**src/pkg/liu_pkg.sv**
```systemverilog
// Constants for the line interface global and transmit configuration bank
// Operation
// - Line standard bit: clear E1, set T1/J1
// - Broadcast bit copies channel writes everywhere
// - Global mask set blocks every channel interrupt
// - Pin mode: x0 open-drain, 01/11 push-pull
// - Monitor codes 0010-0110 pick receivers, 0000 and odd reserved
// - Monitor codes 1010-1110 pick transmitters, 1000 selects nothing
// - Indication bits 0,2,4,6 flag channels 1-4
// - Wide bandwidth bit selects jitter limit mode
// - Path field: bypass, transmit or receive
// - Depth field: 128, 64 or 32 bits
// - Corner bit picks transfer corner per standard
// - Power down bit idles transmitter, driver high-Z
// - Polarity bit makes transmit inputs active low
// - Edge bit: clear falling, set rising sample
// - Mode field: zero-sub, AMI or dual-rail bypass
// - Any reset-register write restores all defaults
package liu_pkg;
  localparam int LIU_AW = 8;
  localparam int LIU_DW = 8;
  localparam int LIU_NCH = 4;
  // Address map
  localparam logic [7:0] LIU_ADDR_RESET = 8'h20;
  localparam logic [7:0] LIU_ADDR_GCFG = 8'h40;
  localparam logic [7:0] LIU_ADDR_MON = 8'h60;
  localparam logic [7:0] LIU_ADDR_CHANNEL_INTERRUPT_INDICATION = 8'h80;
  localparam logic [5:0] LIU_OFF_JITTER = 6'h01;
  localparam logic [5:0] LIU_OFF_TXCFG = 6'h02;
  localparam int LIU_CH_HI = 7;
  localparam int LIU_CH_LO = 6;
  // Global configuration fields
  localparam int LIU_G_LINE_STD = 4;
  localparam int LIU_G_COPY = 3;
  localparam int LIU_G_MASK = 2;
  localparam int LIU_G_PIN_HI = 1;
  localparam int LIU_G_PIN_LO = 0;
  localparam logic [4:0] LIU_GCFG_RESET = 5'h04;
  localparam int LIU_MON_HI = 7;
  localparam int LIU_MON_LO = 4;
  localparam logic [3:0] LIU_MON_RESET = 4'h0;
  // Jitter attenuator fields
  localparam int LIU_J_WIDE = 5;
  localparam int LIU_J_PATH_HI = 4;
  localparam int LIU_J_PATH_LO = 3;
  localparam int LIU_J_DEPTH_HI = 2;
  localparam int LIU_J_DEPTH_LO = 1;
  localparam int LIU_J_CORNER = 0;
  localparam logic [5:0] LIU_JITTER_RESET = 6'h00;
  localparam logic [1:0] LIU_PATH_TX = 2'h1;
  localparam logic [1:0] LIU_PATH_RX = 2'h3;
  localparam logic [1:0] LIU_DEPTH_128 = 2'h0;
  localparam logic [1:0] LIU_DEPTH_64 = 2'h1;
  localparam logic [7:0] LIU_BITS_128 = 8'h80;
  localparam logic [7:0] LIU_BITS_64 = 8'h40;
  localparam logic [7:0] LIU_BITS_32 = 8'h20;
  // Corners in hundredths of a hertz
  localparam logic [9:0] LIU_CHZ_T1_NORMAL = 10'h1F4;
  localparam logic [9:0] LIU_CHZ_E1_NORMAL = 10'h2A8;
  localparam logic [9:0] LIU_CHZ_T1_NARROW = 10'h07D;
  localparam logic [9:0] LIU_CHZ_E1_NARROW = 10'h05A;
  // Transmit configuration fields
  localparam int LIU_T_PDN = 4;
  localparam int LIU_T_POL = 3;
  localparam int LIU_T_EDGE = 2;
  localparam int LIU_T_MODE_HI = 1;
  localparam int LIU_T_MODE_LO = 0;
  localparam logic [4:0] LIU_TXCFG_RESET = 5'h00;
  localparam logic [1:0] LIU_TXM_ZSUB = 2'h0;
  localparam logic [1:0] LIU_TXM_AMI = 2'h1;
endpackage

```
**src/logic/liu_cfg_regs.sv**
```systemverilog
// Global and transmit configuration bank with host port and transmit intake
`timescale 1ns/1ps
`default_nettype none
module liu_cfg_regs #(
  parameter int NCH = liu_pkg::LIU_NCH
) (
  // Clock and reset
  input wire logic clk_sys,
  input wire logic rst_n,
  // Host control port
  input wire logic [liu_pkg::LIU_AW-1:0] host_addr,
  input wire logic [liu_pkg::LIU_DW-1:0] host_wdata,
  input wire logic host_wr,
  input wire logic host_rd,
  output logic [liu_pkg::LIU_DW-1:0] host_rdata,
  output logic host_rdata_valid,
  // Interrupt sources and pin
  input wire logic [NCH-1:0] chan_irq_pending,
  output logic irq_pin_out,
  output logic irq_pin_oe_n,
  // Global settings
  output logic line_standard_select,
  output logic mon_rx_en,
  output logic mon_tx_en,
  output logic [1:0] mon_channel,
  // Per-channel jitter attenuator settings
  output logic [NCH-1:0] jitter_wide_bandwidth,
  output logic [NCH-1:0] ja_in_tx,
  output logic [NCH-1:0] ja_in_rx,
  output logic [NCH-1:0][7:0] ja_depth_bits,
  output logic [NCH-1:0][9:0] ja_corner_chz,
  // Per-channel transmit settings
  output logic [NCH-1:0] tx_power_down,
  output logic [NCH-1:0] tx_driver_hiz,
  output logic [NCH-1:0] enc_hdb3,
  output logic [NCH-1:0] enc_b8zs,
  output logic [NCH-1:0] enc_ami,
  output logic [NCH-1:0] enc_bypass,
  // Transmit data intake
  input wire logic [NCH-1:0] tx_line_clock,
  input wire logic [NCH-1:0] tx_single_rail_in,
  input wire logic [NCH-1:0][1:0] tx_dual_rail_in,
  output logic [NCH-1:0] tx_pos,
  output logic [NCH-1:0] tx_neg,
  output logic [NCH-1:0] tx_data_strobe
);
  import liu_pkg::*;

  // Register storage
  logic [4:0] gcfg;
  logic [3:0] mon_code;
  logic [NCH-1:0] channel_interrupt_indication_flags;
  logic soft_clr;
  logic [NCH-1:0][5:0] jitter_reg;
  logic [NCH-1:0][4:0] txcfg_reg;
  logic [NCH-1:0] line_clock_prev;

  // Address decode
  wire logic [1:0] sel_ch = host_addr[LIU_CH_HI:LIU_CH_LO];
  wire logic [5:0] sel_off = host_addr[LIU_CH_LO-1:0];
  wire logic hit_jitter = (sel_off == LIU_OFF_JITTER);
  wire logic hit_txcfg = (sel_off == LIU_OFF_TXCFG);
  wire logic hit_gcfg = (host_addr == LIU_ADDR_GCFG);
  wire logic hit_mon = (host_addr == LIU_ADDR_MON);
  wire logic hit_channel_interrupt_indication = (host_addr == LIU_ADDR_CHANNEL_INTERRUPT_INDICATION);
  wire logic hit_reset = (host_addr == LIU_ADDR_RESET);
  wire logic copy_all = gcfg[LIU_G_COPY];
  wire logic global_mask = gcfg[LIU_G_MASK];
  wire logic [1:0] pin_mode = gcfg[LIU_G_PIN_HI:LIU_G_PIN_LO];

  // Write strobes per channel, widened by broadcast
  logic [NCH-1:0] ch_sel;
  logic [NCH-1:0] wr_jitter;
  logic [NCH-1:0] wr_txcfg;
  genvar gi;
  generate
    for (gi = 0; gi < NCH; gi = gi + 1)
    begin : g_wr
      assign ch_sel[gi] = copy_all | (sel_ch == 2'(gi));
      assign wr_jitter[gi] = host_wr & hit_jitter & ch_sel[gi];
      assign wr_txcfg[gi] = host_wr & hit_txcfg & ch_sel[gi];
    end
  endgenerate

  // Read path; reserved bits and unmapped addresses read zero
  logic [7:0] jitter_rd;
  logic [7:0] txcfg_rd;
  logic [7:0] channel_interrupt_indication_rd;
  logic [7:0] read_mux;
  assign jitter_rd = {2'h0, jitter_reg[sel_ch]};
  assign txcfg_rd = {3'h0, txcfg_reg[sel_ch]};
  generate
    for (gi = 0; gi < NCH; gi = gi + 1)
    begin : g_channel_interrupt_indication
      assign channel_interrupt_indication_rd[2*gi] = channel_interrupt_indication_flags[gi];
      assign channel_interrupt_indication_rd[2*gi+1] = 1'b0;
    end
  endgenerate
  assign read_mux = hit_gcfg ? {3'h0, gcfg} :
    hit_mon ? {mon_code, 4'h0} :
    hit_channel_interrupt_indication ? channel_interrupt_indication_rd :
    hit_jitter ? jitter_rd :
    hit_txcfg ? txcfg_rd : 8'h00;

  // Global registers; a write to the reset address is not stored
  always_ff @(posedge clk_sys or negedge rst_n)
  begin
    if (!rst_n)
    begin
      gcfg <= LIU_GCFG_RESET;
      mon_code <= LIU_MON_RESET;
      soft_clr <= 1'b0;
    end
    else if (soft_clr)
    begin
      gcfg <= LIU_GCFG_RESET;
      mon_code <= LIU_MON_RESET;
      soft_clr <= 1'b0;
    end
    else
    begin
      soft_clr <= host_wr & hit_reset;
      if (host_wr & hit_gcfg)
        gcfg <= host_wdata[4:0];
      if (host_wr & hit_mon)
        mon_code <= host_wdata[LIU_MON_HI:LIU_MON_LO];
    end
  end

  // Host read answer, one cycle after the strobe
  always_ff @(posedge clk_sys or negedge rst_n)
  begin
    if (!rst_n)
    begin
      host_rdata <= 8'h00;
      host_rdata_valid <= 1'b0;
    end
    else
    begin
      host_rdata_valid <= host_rd & ~host_wr;
      if (host_rd & ~host_wr)
        host_rdata <= read_mux;
    end
  end

  // Channel indication follows the pending inputs
  always_ff @(posedge clk_sys or negedge rst_n)
  begin
    if (!rst_n)
      channel_interrupt_indication_flags <= '0;
    else if (soft_clr)
      channel_interrupt_indication_flags <= '0;
    else
      channel_interrupt_indication_flags <= chan_irq_pending;
  end

  // Interrupt pin
  wire logic irq_active = (|channel_interrupt_indication_flags) & ~global_mask;
  wire logic open_drain = ~pin_mode[LIU_G_PIN_LO];
  wire logic active_high = pin_mode[LIU_G_PIN_HI];
  wire logic next_irq_pin_out = open_drain ? 1'b0 :
    (active_high ? irq_active : ~irq_active);
  wire logic next_irq_pin_oe_n = open_drain ? ~irq_active : 1'b0;
  always_ff @(posedge clk_sys or negedge rst_n)
  begin
    if (!rst_n)
    begin
      irq_pin_out <= 1'b0;
      irq_pin_oe_n <= 1'b1;
    end
    else
    begin
      irq_pin_out <= next_irq_pin_out;
      irq_pin_oe_n <= next_irq_pin_oe_n;
    end
  end

  // Global decode and monitor selection; odd codes select nothing
  wire logic mon_valid = ~mon_code[0] & (mon_code[2:1] != 2'h0);
  wire logic next_mon_rx_en = mon_valid & ~mon_code[3];
  wire logic next_mon_tx_en = mon_valid & mon_code[3];
  wire logic [1:0] next_mon_channel = mon_valid ? mon_code[2:1] : 2'h0;
  always_ff @(posedge clk_sys or negedge rst_n)
  begin
    if (!rst_n)
    begin
      line_standard_select <= 1'b0;
      mon_rx_en <= 1'b0;
      mon_tx_en <= 1'b0;
      mon_channel <= 2'h0;
    end
    else
    begin
      line_standard_select <= gcfg[LIU_G_LINE_STD];
      mon_rx_en <= next_mon_rx_en;
      mon_tx_en <= next_mon_tx_en;
      mon_channel <= next_mon_channel;
    end
  end

  // Per-channel banks and transmit intake
  generate
    for (gi = 0; gi < NCH; gi = gi + 1)
    begin : g_ch
      liu_chan_cfg u_cfg (
        .clk_sys(clk_sys),
        .rst_n(rst_n),
        .soft_clr(soft_clr),
        .wr_jitter(wr_jitter[gi]),
        .wr_txcfg(wr_txcfg[gi]),
        .wdata(host_wdata),
        .line_standard_select(line_standard_select),
        .jitter_reg(jitter_reg[gi]),
        .txcfg_reg(txcfg_reg[gi]),
        .jitter_wide_bandwidth(jitter_wide_bandwidth[gi]),
        .ja_in_tx(ja_in_tx[gi]),
        .ja_in_rx(ja_in_rx[gi]),
        .ja_depth_bits(ja_depth_bits[gi]),
        .ja_corner_chz(ja_corner_chz[gi]),
        .tx_power_down(tx_power_down[gi]),
        .enc_hdb3(enc_hdb3[gi]),
        .enc_b8zs(enc_b8zs[gi]),
        .enc_ami(enc_ami[gi]),
        .enc_bypass(enc_bypass[gi])
      );
      // Separate flop for the driver so the pin follows independently
      always_ff @(posedge clk_sys or negedge rst_n)
      begin
        if (!rst_n)
          tx_driver_hiz[gi] <= 1'b0;
        else
          tx_driver_hiz[gi] <= txcfg_reg[gi][LIU_T_PDN];
      end
      // Line clock is sampled as data, so it must be well below clk_sys
      wire logic pol = txcfg_reg[gi][LIU_T_POL];
      wire logic rise_edge = txcfg_reg[gi][LIU_T_EDGE];
      wire logic dual = txcfg_reg[gi][LIU_T_MODE_HI];
      wire logic pdn = txcfg_reg[gi][LIU_T_PDN];
      wire logic rise = tx_line_clock[gi] & ~line_clock_prev[gi];
      wire logic fall = ~tx_line_clock[gi] & line_clock_prev[gi];
      wire logic take = (rise_edge ? rise : fall) & ~pdn;
      wire logic next_pos = dual ? (tx_dual_rail_in[gi][1] ^ pol) :
        (tx_single_rail_in[gi] ^ pol);
      wire logic next_neg = dual & (tx_dual_rail_in[gi][0] ^ pol);
      always_ff @(posedge clk_sys or negedge rst_n)
      begin
        if (!rst_n)
        begin
          line_clock_prev[gi] <= 1'b0;
          tx_pos[gi] <= 1'b0;
          tx_neg[gi] <= 1'b0;
          tx_data_strobe[gi] <= 1'b0;
        end
        else
        begin
          line_clock_prev[gi] <= tx_line_clock[gi];
          tx_data_strobe[gi] <= take;
          if (pdn)
          begin
            tx_pos[gi] <= 1'b0;
            tx_neg[gi] <= 1'b0;
          end
          else if (take)
          begin
            tx_pos[gi] <= next_pos;
            tx_neg[gi] <= next_neg;
          end
        end
      end
    end
  endgenerate
endmodule
`default_nettype wire

```
**src/logic/liu_chan_cfg.sv**
```systemverilog
// Per-channel jitter and transmit configuration registers with decode
`timescale 1ns/1ps
`default_nettype none
module liu_chan_cfg (
  // Clock and reset
  input wire logic clk_sys,
  input wire logic rst_n,
  input wire logic soft_clr,
  // Register writes
  input wire logic wr_jitter,
  input wire logic wr_txcfg,
  input wire logic [liu_pkg::LIU_DW-1:0] wdata,
  input wire logic line_standard_select,
  // Raw register contents
  output logic [5:0] jitter_reg,
  output logic [4:0] txcfg_reg,
  // Decoded settings
  output logic jitter_wide_bandwidth,
  output logic ja_in_tx,
  output logic ja_in_rx,
  output logic [7:0] ja_depth_bits,
  output logic [9:0] ja_corner_chz,
  output logic tx_power_down,
  output logic enc_hdb3,
  output logic enc_b8zs,
  output logic enc_ami,
  output logic enc_bypass
);
  import liu_pkg::*;
  wire logic [1:0] path = jitter_reg[LIU_J_PATH_HI:LIU_J_PATH_LO];
  wire logic [1:0] depth = jitter_reg[LIU_J_DEPTH_HI:LIU_J_DEPTH_LO];
  wire logic [1:0] mode = txcfg_reg[LIU_T_MODE_HI:LIU_T_MODE_LO];
  wire logic corner = jitter_reg[LIU_J_CORNER];
  wire logic zsub = (mode == LIU_TXM_ZSUB);
  wire logic [7:0] next_depth = (depth == LIU_DEPTH_128) ? LIU_BITS_128 :
    (depth == LIU_DEPTH_64) ? LIU_BITS_64 : LIU_BITS_32;
  wire logic [9:0] next_corner = line_standard_select ?
    (corner ? LIU_CHZ_T1_NARROW : LIU_CHZ_T1_NORMAL) :
    (corner ? LIU_CHZ_E1_NARROW : LIU_CHZ_E1_NORMAL);
  always_ff @(posedge clk_sys or negedge rst_n)
  begin
    if (!rst_n)
    begin
      jitter_reg <= LIU_JITTER_RESET;
      txcfg_reg <= LIU_TXCFG_RESET;
    end
    else if (soft_clr)
    begin
      jitter_reg <= LIU_JITTER_RESET;
      txcfg_reg <= LIU_TXCFG_RESET;
    end
    else
    begin
      if (wr_jitter)
        jitter_reg <= wdata[5:0];
      if (wr_txcfg)
        txcfg_reg <= wdata[4:0];
    end
  end
  // Decoded outputs are registered so the top drives them from flops
  always_ff @(posedge clk_sys or negedge rst_n)
  begin
    if (!rst_n)
    begin
      jitter_wide_bandwidth <= 1'b0;
      ja_in_tx <= 1'b0;
      ja_in_rx <= 1'b0;
      ja_depth_bits <= LIU_BITS_128;
      ja_corner_chz <= LIU_CHZ_E1_NORMAL;
      tx_power_down <= 1'b0;
      enc_hdb3 <= 1'b1;
      enc_b8zs <= 1'b0;
      enc_ami <= 1'b0;
      enc_bypass <= 1'b0;
    end
    else
    begin
      jitter_wide_bandwidth <= jitter_reg[LIU_J_WIDE];
      ja_in_tx <= (path == LIU_PATH_TX);
      ja_in_rx <= (path == LIU_PATH_RX);
      ja_depth_bits <= next_depth;
      ja_corner_chz <= next_corner;
      tx_power_down <= txcfg_reg[LIU_T_PDN];
      enc_hdb3 <= zsub & ~line_standard_select;
      enc_b8zs <= zsub & line_standard_select;
      enc_ami <= (mode == LIU_TXM_AMI);
      enc_bypass <= mode[1];
    end
  end
endmodule
`default_nettype wire

```
**config.mk**
```make
export PLATFORM = sky130hd
export DESIGN_NAME = liu_cfg_regs
export DESIGN_NICKNAME = d
export VERILOG_FILES = /design/src/pkg/liu_pkg.sv /design/src/logic/liu_cfg_regs.sv /design/src/logic/liu_chan_cfg.sv
export SDC_FILE = /design/constraint.sdc
export NUM_CORES = 1
export LEC_CHECK = 0
export BUFFER_PORTS_ARGS = -buffer_cell sky130_fd_sc_hd__buf_2
export CORE_MARGIN = 1
export CORE_UTILIZATION = 43
export CTS_CLUSTER_SIZE = 28
export DETAILED_ROUTE_END_ITERATION = 8
export GPL_TIMING_DRIVEN = 0
export HOLD_SLACK_MARGIN = 0.08
export PLACE_DENSITY = 0.73
export SLEW_MARGIN = 10
export SYNTH_ARGS = -nofsm -noshare
export SYNTH_HDL_FRONTEND = slang
export SYNTH_SLANG_ARGS = --single-unit
```
**constraint.sdc**
```tcl
create_clock -name clk_sys -period 3.6 [get_ports clk_sys]
set_input_delay 0.54 -clock clk_sys [delete_from_list [all_inputs] [get_ports clk_sys]]
set_output_delay 0.54 -clock clk_sys [all_outputs]
set_load 0.01 [all_outputs]
```
## Word-level counts from Yosys, hierarchy flattened

Index checks and enable logic that the tools add are counted.

- Add/subtract/negate cells: 0
- $mul: 0
- Divide/modulo/power cells: 0
- Magnitude comparators: 1
- Equality and inequality tests: 25
- Shifts and indexed selects: 0
- Muxes and demuxes: 79
- Bitwise gates (word level): 76
- Reduce and logical (&&, ||, !) cells: 25

Operators by type and width:

| kind | number |
|---|---|
| $mux 10 | 8 |
| $mux 5 | 12 |
| $mux 6 | 10 |
| $mux 8 | 6 |
| $and 1x1->1 | 42 |
| $mux 9 | 4 |
| $mux 7 | 5 |
| $reduce_bool 2->1 | 15 |
| $mux 1 | 28 |
| $eq 2x1->1 const B | 13 |
| $logic_not 2->1 | 9 |
| $not 1->1 | 18 |
| $eq 8x7->1 const B | 2 |
| $bmux 6 s2 | 1 |
| $eq 2x2->1 const B | 6 |
| $mux 4 | 3 |
| $xor 1x1->1 | 12 |
| $bmux 5 s2 | 1 |
| $eq 8x6->1 const B | 1 |
| $eq 8x8->1 const B | 1 |
| $eq 6x1->1 const B | 1 |
| $eq 6x2->1 const B | 1 |
| $or 1x1->1 | 4 |
| $reduce_or 4->1 | 1 |
| other kinds (2) | 2 |

- Bits in registers: 194
- Latch bits: 0
- RAM bits: 0
- Memory bits (read-only): 0
- Bits of input ports: 40
- Output and inout bits: 136
- Word-level logic and storage cells: 282
- Memories: 0

## Logic depth before layout (Yosys ltp)

Gate-level depths: netlist of run 1.

- Depth in word-level cells: 7
- Mapped depth: 6
- Gate-level depth less buffers: 4

## Cells and area by module

A second synthesis of run 1 with hierarchy kept.

- Cell total of the unflattened synthesis: 545
- Area total of the unflattened synthesis: 6,974.2 µm²

By module, submodules not included:

| module | instances | cells each | area an instance (µm²) | seq. area each (µm²) |
|---|---|---|---|---|
| liu_chan_cfg | 4 | 79 | 1,096.1 | 783.3 |
| liu_cfg_regs | 1 | 229 | 2,590.0 | 1,253.7 |

## Least setup slack after synthesis of run 1

No wires, ideal clock.

- Path type: in2reg
- Start: input port host_addr[3] (netlist bit)
- End: register host_rdata[4] (netlist bit)
- Setup time: 0.129 ns
- Arrival: 1.762 ns
- Data required time: 3.471 ns
- Slack: 1.708 ns
- Stages: 4
- Buffers on the path: 0
- Cells stage by stage: or4_1 > or4_1 > a32oi_1 > a31oi_1

- Word-level cells in the longest chain between the ends: 6
- Elaborated cells on any way between the ends: 10
- Classes of those cells: eq/ne (5); mux (5)

Ends and longest elaborated chain:

| item | line | source |
|---|---|---|
| start, declared | liu_cfg_regs.sv:11 | `input wire logic [liu_pkg::LIU_AW-1:0] host_addr,` |
| $eq 6x2->1 | liu_cfg_regs.sv:62 | `wire logic hit_txcfg = (sel_off == LIU_OFF_TXCFG);` |
| $mux 5 | liu_cfg_regs.sv:103 | `hit_txcfg ? txcfg_rd : 8'h00;` |
| $mux 6 | liu_cfg_regs.sv:102 | `hit_jitter ? jitter_rd :` |
| $mux 7 | liu_cfg_regs.sv:101 | `hit_channel_interrupt_indication ? channel_interrupt_indication_rd :` |
| $mux 8 | liu_cfg_regs.sv:100 | `hit_mon ? {mon_code, 4'h0} :` |
| $mux 8 * | liu_cfg_regs.sv:99 | `assign read_mux = hit_gcfg ? {3'h0, gcfg} :` |
| end signal, assigned | liu_cfg_regs.sv:142 | `host_rdata <= read_mux;` |
| end, declared | liu_cfg_regs.sv:15 | `output logic [liu_pkg::LIU_DW-1:0] host_rdata,` |

Mark *: on every way between the ends. The rest lies on a longest branch, timed or not.
A chain may end at the register's enable or synchronous reset.

## Worst setup path in the final report of run 1

- Start: input port host_addr[6] (netlist bit)
- End: register g_ch[1].u_cfg.jitter_reg[3]

- Word-level cells in the longest chain between the ends: 4

Ends and longest elaborated chain:

| item | line | source |
|---|---|---|
| $eq 2x1->1 | liu_cfg_regs.sv:79 | `assign ch_sel[gi] = copy_all \| (sel_ch == 2'(gi));` |
| $or 1x1->1 | liu_cfg_regs.sv:79 |  |
| $and 1x1->1 | liu_cfg_regs.sv:80 | `assign wr_jitter[gi] = host_wr & hit_jitter & ch_sel[gi];` |
| $reduce_bool 2->1 (no source line) | -- |  |
| end signal, assigned | liu_chan_cfg.sv:55 | `jitter_reg <= wdata[5:0];` |
| end, declared | liu_chan_cfg.sv:15 | `output logic [5:0] jitter_reg,` |

No other way between the ends.

==> impl_metrics.env, run 1 <==
export IMPL_synthCells=579
export IMPL_power_total_mw=4.33
export IMPL_synthXorXnorAreaFrac_pct=1.12
export IMPL_final_common_cell="buf_2"
export IMPL_dr_pass1_iters=4
export IMPL_required_ps=3880
export IMPL_die_w_um=130
export IMPL_avgSynthCellArea_um2=12.2
export IMPL_finalClockSkew_ps=7.33
export IMPL_cts_made_buffers=17
export IMPL_clockPowerShare_pct=42.7
export IMPL_final_cell_mix="buf_2, dfrtp_1, nor2_1, buf_4, mux2i_1"
export IMPL_crit_fanout=10
export IMPL_wire_per_inst_um=15.8
export IMPL_dr_total_vias=4726
export IMPL_first_iter_violations=263
export IMPL_ys_warn_count=0
export IMPL_grt_pass1_vias=4462
export IMPL_largest_reg_flops=33
export IMPL_routed_wirelength_um=15700
export IMPL_antenna_left=0
export IMPL_syn_to_final_growth_pct=24.5
export IMPL_dp_hpwl_um=10900
export IMPL_status="complete, no violations"
export IMPL_io_buffers=147
export IMPL_cts_sinks=167
export IMPL_seq_area_frac_synth_pct=59.7
export IMPL_grt_pass1_wl_um=24400
export IMPL_io_pins=176
export IMPL_ys_ff_latch=167
export IMPL_maxSlewViolCount=0
export IMPL_post_route_drc_count=0
export IMPL_cp_end_kind="register"
export IMPL_cts_tree="yes"
export IMPL_row_count=46
export IMPL_antenna_found_initial=0
export IMPL_synth_mux_area_share_pct=12.0
export IMPL_ys_types=44
export IMPL_cp_arrival_ps=2100
export IMPL_p_per_area_nw_per_um2=493
export IMPL_reg2reg_depth=5
export IMPL_synth_top_family_by_area="simple AND/OR/NAND/NOR gates"
export IMPL_yosys_area_share_simple_pct=13.0
export IMPL_grt_util_all_layers_pct=19.6
export IMPL_nets=806
export IMPL_fin_crit_sh_pct=50.4
export IMPL_internal_power_mw=3.28
export IMPL_gr_total_overflow=0
export IMPL_core_area_um2=15900
export IMPL_rsz0062_at_grt="false"
export IMPL_gp_congestion=0.853
export IMPL_seqPwrFrac_pct=47.6
export IMPL_layout_drive_gt1_share_pct=38.1
export IMPL_critical_path_class="in -> reg"
export IMPL_startpoint_type="input port"
export IMPL_fin_crit_ps=1820
export IMPL_root_buffer="clkbuf_16"
export IMPL_irDropWorstVdd_uv=328
export IMPL_yosys_area_share_adder_pct=0
export IMPL_vias_per_cell=4.75
export IMPL_power_switching_mw=1.05
export IMPL_antenna_cells=0
export IMPL_grt_max_degree=107
export IMPL_cts_resized_gates=0
export IMPL_comb_power_share_pct=9.7
export IMPL_finalHoldViolations=0
export IMPL_finalSetupViolCount=0
export IMPL_swShare_pct=24.2
export IMPL_synth_area_um2=7050
export IMPL_p_leak_nw=4.89
export IMPL_fin_tns_setup_ps=0
export IMPL_initial_utilization_pct=44.2
export IMPL_cap_viol_max_count=0
export IMPL_min_path_cells=1
export IMPL_worstMarginPinSlew_ps=656
export IMPL_clock_latency_ps=420
export IMPL_dieArea_um2=16900
export IMPL_synth_compound_area_share_pct=4.51
export IMPL_htreeDepth=4
export IMPL_cts_buffer_depth=2
export IMPL_n_fill_cell=1406
export IMPL_die_y_um=130
export IMPL_slew_headroom_pct=56.3
export IMPL_clk_pin_slew_ps=70
export IMPL_fmax_mhz=551
export IMPL_holdCritPathClass="in -> reg"
==> through the flow <==
| stage | instances | setup WS [ps] | util (%) | hold slack [ps] | instance area [um2] |
|---|---|---|---|---|---|
| 6_report | 995 | 1780 | 55.1 | 249 | 8780 |
| 5_1_grt | 995 | 1690 | 55.1 | 238 | 8780 |
| 4_1_cts | 995 | 1810 | 55.1 | 230 | 8780 |
| 3_5_place_dp | 962 | 1390 | 51.2 | 384 | 8170 |
| 3_3_place_gp | 961 | -490 | 51.0 | 385 | 8130 |
| 2_1_floorplan | 598 | 1710 | - | 244 | 7120 |
==> Yosys cell counts <==
library cell / n / area share [%]
o22ai_1: 2 / 0.18
dfrtp_1: 141 / 50
mux4_2: 11 / 3.5
nand3_1: 7 / 0.50
a21oi_1: 8 / 0.57
nor4_4: 1 / 0.30
a31oi_1: 2 / 0.18
inv_1: 20 / 1.1
a21o_1: 2 / 0.21
a211o_1: 1 / 0.12
a22oi_1: 5 / 0.53
mux2i_1: 60 / 8.5
nand3_2: 1 / 0.14
buf_2: 4 / 0.28
or4_1: 2 / 0.21
or2_0: 1 / 0.089
conb_1: 1 / 0.053
o21ai_1: 1 / 0.071
o21ai_0: 7 / 0.50
dfstp_2: 26 / 9.7
buf_1: 1 / 0.053
nor2_1: 81 / 4.3
clkbuf_1: 23 / 1.2
a221oi_1: 1 / 0.12
and2_1: 16 / 1.4
xnor2_1: 5 / 0.62
nand3b_1: 5 / 0.53
and3_1: 1 / 0.089
nor4b_1: 2 / 0.25
nor4_1: 2 / 0.18
buf_4: 65 / 6.9
nor3b_1: 4 / 0.43
nand4_2: 2 / 0.35
nor3_1: 4 / 0.28
o2111ai_2: 6 / 1.3
nor4b_2: 1 / 0.21
nor2b_1: 26 / 2.3
o221ai_1: 1 / 0.12
nand2_1: 13 / 0.69
a41oi_1: 1 / 0.12
nand2b_1: 8 / 0.71
a22o_1: 2 / 0.25
a32oi_1: 2 / 0.25
xor2_1: 4 / 0.50
==> path summary, 6_finish.rpt <==
| check | from | to | slack, ps |
|---|---|---|---|
| worst max register to register | gcfg[3]$_DFFE_PN0P_ | g_ch[3].u_cfg.jitter_reg[5]$_DFFE_PN0P_ | 1870 |
| min in group asynchronous | rst_n | g_ch[2].u_cfg.ja_corner_chz[4]$_DFF_PN0_ | 640 |
| worst min register to register | g_ch[1].u_cfg.jitter_reg[5]$_DFFE_PN0P_ | g_ch[1].u_cfg.jitter_wide_bandwidth$_DFF_PN0_ | 410 |
| worst min-delay path | tx_line_clock[3] | line_clock_prev[3]$_DFF_PN0_ | 250 |
| max in group asynchronous | rst_n | g_ch[1].u_cfg.ja_in_rx$_DFF_PN0_ | 2090 |
| worst max-delay path | host_addr[6] | g_ch[1].u_cfg.jitter_reg[3]$_DFFE_PN0P_ | 1780 |
==> routing by layer <==
metal,routed length (um),track usage [%],vias to the layer above
li1,-,-,2230
met1,6870,26.3,2308
met2,7630,31.2,170
met3,994,4.92,18
met4,206,6.70,0
met5,0,0,-
==> critical path, stage by stage <==
cell       delay (ps)
buf_2             290
nor2b_1           510
o2111ai_2         400
mux2i_1           290
nor2_1             70
==> timing repair <==
item | 4_1_cts | 5_1_grt
hold buffers | 1 | 0
endpoints found under the setup margin | 0 | 0
hold endpoints to repair | 54 | 0
setup buffers | 0 | 0
==> power groups by stage <==
stage | registers (mW) | clock network, mW | logic, mW
2_1_floorplan | 2.10 | 0 | 0.221
3_3_place_gp | 2.10 | 0 | 0.410
3_5_place_dp | 2.10 | 0 | 0.423
4_1_cts | 2.06 | 1.89 | 0.425
5_1_grt | 2.08 | 1.96 | 0.468
6_report | 2.06 | 1.85 | 0.419
==> cells by family (layout without fill, tap and decap cells) <==
| kind of cell | count (synthesis) | after routing |
|---|---|---|
| buffers and inverters | 113 | 294 |
| flip-flops | 167 | 167 |
| AND/OR/NAND/NOR | 177 | 177 |
| multiplexers | 71 | 71 |
| XOR/XNOR | 9 | 9 |
| AO/OA/AOI/OAI | 41 | 41 |
| other | 1 | 20 |
==> layout make-up <==
class	count	area (um2)	share of cell area (%)
Timing Repair Buffer	149	783	8.92
Buffer	93	598	6.81
Multi-Input combinational cell	318	2240	25.5
Clock inverter	15	178	2.02
Clock buffer	17	425	4.85
Inverter	20	75.1	0.855
Tap cell	216	270	3.08
Sequential cell	167	4210	48.0
Note: power is estimated with default switching activity, not from simulation.
==> run 2: changes to the inputs <==
==> constraint.sdc (replaced) <==
create_clock -name clk_sys -period 1.85 [get_ports clk_sys]
set_input_delay 0.2775 -clock clk_sys [delete_from_list [all_inputs] [get_ports clk_sys]]
set_output_delay 0.2775 -clock clk_sys [all_outputs]
set_load 0.01 [all_outputs]
==> impl_metrics.env, run 2 (synthesis gave the netlist of run 1 again) <==
export IMPL_gr_total_overflow=0
export IMPL_wire_per_inst_um=15.8
export IMPL_routed_wirelength_um=15800
export IMPL_final_cell_mix="buf_2, dfrtp_1, nor2_1, buf_4, mux2i_1"
export IMPL_fin_tns_setup_ps=0
export IMPL_p_per_area_nw_per_um2=955
export IMPL_cts_tree="yes"
export IMPL_maxSlewViolCount=0
export IMPL_grt_util_all_layers_pct=19.8
export IMPL_p_leak_nw=4.91
export IMPL_stdcell_area_um2=8830
export IMPL_htreeDepth=4
export IMPL_finalHoldViolations=0
export IMPL_cts_buffer_depth=2
export IMPL_cp_arrival_ps=1900
export IMPL_fmax_mhz=616
export IMPL_cts_made_buffers=17
export IMPL_clock_latency_ps=420
export IMPL_finalSetupViolCount=0
export IMPL_clk_pin_slew_ps=60
export IMPL_layout_drive_gt1_share_pct=37.9
export IMPL_die_w_um=130
export IMPL_dr_pass1_iters=4
export IMPL_status="complete, no violations"
export IMPL_crit_fanout=10
export IMPL_row_count=46
export IMPL_worstMarginPinSlew_ps=684
export IMPL_dp_hpwl_um=10900
export IMPL_antenna_found_initial=0
export IMPL_critical_path_class="reg -> reg"
export IMPL_post_route_drc_count=0
export IMPL_fin_crit_sh_pct=87.8
export IMPL_startpoint_type="register"
export IMPL_irDropWorstVdd_uv=640
export IMPL_final_common_cell="buf_2"
export IMPL_use_met2_pct=31.4
export IMPL_fin_ws_ps=226
export IMPL_top_usage_layer="met2"
export IMPL_globalRouteMet3Util_pct=4.92
export IMPL_rsz0062_at_grt="false"
export IMPL_core_area_um2=15900
export IMPL_syn_to_final_growth_pct=25.3
export IMPL_antenna_cells=0
export IMPL_root_buffer="clkbuf_16"
export IMPL_finalClockSkew_ps=8.30
export IMPL_grt_pass1_vias=4517
export IMPL_vias_per_cell=4.75
export IMPL_dieArea_um2=16900
export IMPL_cp_end_kind="register"
export IMPL_cts_resized_gates=0
export IMPL_io_pins=176
export IMPL_place_ws_ps=-96.7
export IMPL_slew_headroom_pct=54.4
export IMPL_grt_pass1_wl_um=24600
export IMPL_die_y_um=130
export IMPL_io_buffers=147
export IMPL_grt_max_degree=107
export IMPL_first_iter_violations=258
export IMPL_holdCritPathClass="in -> reg"
export IMPL_antenna_left=0
export IMPL_placed_cell_area_um2=8170
export IMPL_required_ps=2120
export IMPL_cap_viol_max_count=0
export IMPL_nets=811
export IMPL_postCtsSetupBuffers=0
export IMPL_gp_congestion=0.853
export IMPL_fin_crit_ps=1620
export IMPL_initial_utilization_pct=44.2
export IMPL_cts_sinks=167
export IMPL_dr_total_vias=4747
export IMPL_grtUsageMet1_pct=26.4
export IMPL_largest_reg_flops=33
run 2: changes by cell type in the layout (fill, tap and decap cells not counted), sizes merged:
| cell | delta |
|---|---|
| buf | -1 |
| dlygate4sd3 | +6 |
run 2: layout make-up:
cell class              count  area [um2]
flip-flops and latches    167        4210
plain buffers              92         594
clock buffers              17         425
multi-input cells         318        2240
inverters                  20        75.1
clock inverters            15         178
fillers                  1400        7110
well taps                 216         270
repair buffers            155         843
run 2: critical path, stage by stage (launching register included):
cell	delay (ps)
dfrtp_1	380
clkbuf_1	430
clkbuf_1	550
nor2_1	120
run 2: power breakdown:
part / leakage, nW / internal [mW] / switching, mW
clock: 0.294 / 2.13 / 1.47
combinational: 2.43 / 0.379 / 0.445
sequential: 2.19 / 3.88 / 0.137
total: 4.91 / 6.39 / 2.05
run 2: per-stage QoR:
stage / total power [mW] / instances / utilization, % / hold WS [ps]
6_report: 8.44 / 1000 / 55.4 / 95.2
5_1_grt: 8.78 / 1000 / 55.4 / 101
4_1_cts: 8.52 / 1001 / 55.4 / 82.3
3_5_place_dp: 4.90 / 962 / 51.2 / 248
3_3_place_gp: 4.87 / 961 / 51.0 / 385
2_1_floorplan: 4.52 / 598 / - / -18.1
run 2: what timing repair did:
item	CTS	global route
hold buffers	7	0
endpoints found under the hold margin	60	0
endpoints found under the setup margin	0	1
run 2: path summary, 6_finish.rpt:
kind / from / to / slack [ps] / cells after the start
worst max-delay path: soft_clr$_DFF_PN0_ / gcfg[3]$_DFFE_PN0P_ / 230 / 3
worst min-delay path: chan_irq_pending[1] / channel_interrupt_indication_flags[1]$_DFF_PN0_ / 100 / 2
worst max register to register: soft_clr$_DFF_PN0_ / gcfg[3]$_DFFE_PN0P_ / 230 / 3
worst min register to register: g_ch[1].u_cfg.jitter_reg[5]$_DFFE_PN0P_ / g_ch[1].u_cfg.jitter_wide_bandwidth$_DFF_PN0_ / 410 / 0
max in group asynchronous: rst_n / tx_data_strobe[2]$_DFF_PN0_ / 590 / 3
min in group asynchronous: rst_n / g_ch[2].u_cfg.ja_corner_chz[4]$_DFF_PN0_ / 380 / 2
run 2: routing by layer:
metal	part of all wire [%]	vias up
met1	45	2333
met3	5.5	16
met2	49	157
met5	0	-
met4	1.2	0
li1	-	2241
==> run 3: changes to the inputs <==
--- a/config.mk
+++ b/config.mk
@@ -12,7 +12,7 @@
 export DETAILED_ROUTE_END_ITERATION = 8
 export GPL_TIMING_DRIVEN = 0
 export HOLD_SLACK_MARGIN = 0.08
-export PLACE_DENSITY = 0.73
+export PLACE_DENSITY_LB_ADDON = 0.12
 export SLEW_MARGIN = 10
 export SYNTH_ARGS = -nofsm -noshare
 export SYNTH_HDL_FRONTEND = slang
==> impl_metrics.env, run 3 (synthesis gave the netlist of run 1 again) <==
export IMPL_dp_hpwl_um=11500
export IMPL_status="complete, no violations"
export IMPL_cap_viol_max_count=0
export IMPL_routed_wirelength_um=16200
export IMPL_cts_buffer_depth=2
export IMPL_vias_per_cell=4.80
export IMPL_final_cell_mix="buf_2, dfrtp_1, nor2_1, buf_4, mux2i_1"
export IMPL_largest_reg_flops=33
export IMPL_rsz0062_at_grt="false"
export IMPL_slew_headroom_pct=53.7
export IMPL_crit_family="buffers and inverters"
export IMPL_grt_pass1_vias=4650
export IMPL_die_y_um=130
export IMPL_core_area_um2=15900
export IMPL_cp_cell_sequence="clkbuf_1 -> clkbuf_1 -> nor2_1"
export IMPL_dr_pass1_iters=5
export IMPL_finalSetupViolCount=0
export IMPL_die_w_um=130
export IMPL_htreeDepth=4
export IMPL_stdcell_area_um2=8830
export IMPL_startpoint_type="register"
export IMPL_p_per_area_nw_per_um2=961
export IMPL_grt_pass1_wl_um=25100
export IMPL_cts_made_buffers=17
export IMPL_io_buffers=147
export IMPL_fin_ws_ps=234
export IMPL_dr_total_vias=4794
export IMPL_n_fill_cell=1360
export IMPL_final_common_cell="buf_2"
export IMPL_grt_max_degree=106
export IMPL_required_ps=2130
export IMPL_cts_sinks=167
export IMPL_first_iter_violations=179
export IMPL_cp_arrival_ps=1900
export IMPL_maxSlewViolCount=0
export IMPL_fin_crit_ps=1620
export IMPL_clock_latency_ps=430
export IMPL_fmax_mhz=619
export IMPL_layout_drive_gt1_share_pct=37.9
export IMPL_gr_total_overflow=0
export IMPL_finalClockSkew_ps=9.53
export IMPL_slowest_stage="clkbuf_1"
export IMPL_worstMarginPinSlew_ps=694
export IMPL_syn_to_final_growth_pct=25.3
export IMPL_cts_resized_gates=0
export IMPL_p_leak_nw=4.91
export IMPL_antenna_cells=0
export IMPL_finalHoldViolations=0
export IMPL_crit_fanout=10
export IMPL_root_buffer="clkbuf_16"
export IMPL_irDropWorstVdd_uv=657
export IMPL_antenna_found_initial=0
export IMPL_io_pins=176
export IMPL_placed_cell_area_um2=8170
export IMPL_initial_utilization_pct=44.2
export IMPL_grt_util_all_layers_pct=20.1
export IMPL_holdCritPathClass="in -> reg"
export IMPL_row_count=46
export IMPL_critical_path_class="reg -> reg"
export IMPL_nets=810
export IMPL_clk_pin_slew_ps=70
export IMPL_crit_buf_inv=2
export IMPL_wire_per_inst_um=16.2
export IMPL_cts_tree="yes"
export IMPL_dieArea_um2=16900
export IMPL_gp_congestion=0.907
export IMPL_cp_end_kind="register"
export IMPL_antenna_left=0
export IMPL_critPathMaxStageDelay_ps=590
export IMPL_place_ws_ps=-164
export IMPL_crit_top_cell="clkbuf_1"
export IMPL_post_route_drc_count=0
export IMPL_fin_crit_sh_pct=87.4
run 3: through the flow:
| stage | std cells | TNS, ps | hold WS, ps | utilization [%] | power [mW] |
|---|---|---|---|---|---|
| after floorplan | 598 | 0 | -18.1 | - | 4.52 |
| after global placement | 961 | -297670 | 392 | 51.0 | 4.88 |
| after detailed placement | 962 | -4840 | 246 | 51.2 | 4.91 |
| after CTS | 1000 | 0 | 82.5 | 55.4 | 8.57 |
| after global routing | 999 | 0 | 86.1 | 55.4 | 8.81 |
| final | 999 | 0 | 89.2 | 55.4 | 8.49 |
run 3: final cells by class:
| type | count | area, um2 | share of cell area [%] |
|---|---|---|---|
| Buffer | 92 | 594 | 6.73 |
| Clock buffer | 18 | 439 | 4.97 |
| Clock inverter | 14 | 170 | 1.93 |
| Inverter | 20 | 75.1 | 0.850 |
| Multi-Input combinational cell | 318 | 2240 | 25.3 |
| Sequential cell | 167 | 4210 | 47.7 |
| Tap cell | 216 | 270 | 3.06 |
| Timing Repair Buffer | 154 | 833 | 9.44 |
run 3: worst register-to-register path: stages (launching register included):
cell,delay [ps]
dfrtp_1,390
clkbuf_1,370
clkbuf_1,590
nor2_1,120
run 3: final timing paths:
check,start,slack (ps),end,cells after the start
hold / removal,chan_irq_pending[1],90,channel_interrupt_indication_flags[1]$_DFF_PN0_,2
hold reg to reg,g_ch[0].u_cfg.jitter_reg[5]$_DFFE_PN0P_,400,g_ch[0].u_cfg.jitter_wide_bandwidth$_DFF_PN0_,0
min in group asynchronous,rst_n,370,g_ch[3].u_cfg.enc_bypass$_DFF_PN0_,2
max in group asynchronous,rst_n,610,gcfg[2]$_DFFE_PN1P_,3
setup / recovery,soft_clr$_DFF_PN0_,230,g_ch[2].u_cfg.txcfg_reg[3]$_DFFE_PN0P_,3
setup reg to reg,soft_clr$_DFF_PN0_,230,g_ch[2].u_cfg.txcfg_reg[3]$_DFFE_PN0P_,3
run 3: layer usage:
metal  share of wire (%)  global-route usage [%]  vias up
met3                 6.6                    4.88       15
li1                    -                       -     2237
met2                  48                    32.2      164
met4                 1.1                    7.32        0
met1                  44                    26.7     2378
met5                   0                       0        -
run 3: power by group:
part	internal, mW	switching (mW)	total (mW)
Clock	2.17	1.48	3.65
Sequential	3.88	0.133	4.01
Combinational	0.377	0.449	0.826
Total	6.43	2.06	8.49
run 3: what timing repair did:
action | 4_1_cts | 5_1_grt
endpoints found under the hold margin | 63 | 0
setup endpoints to repair | 0 | 3
setup buffers | 0 | 0
hold buffers | 6 | 0
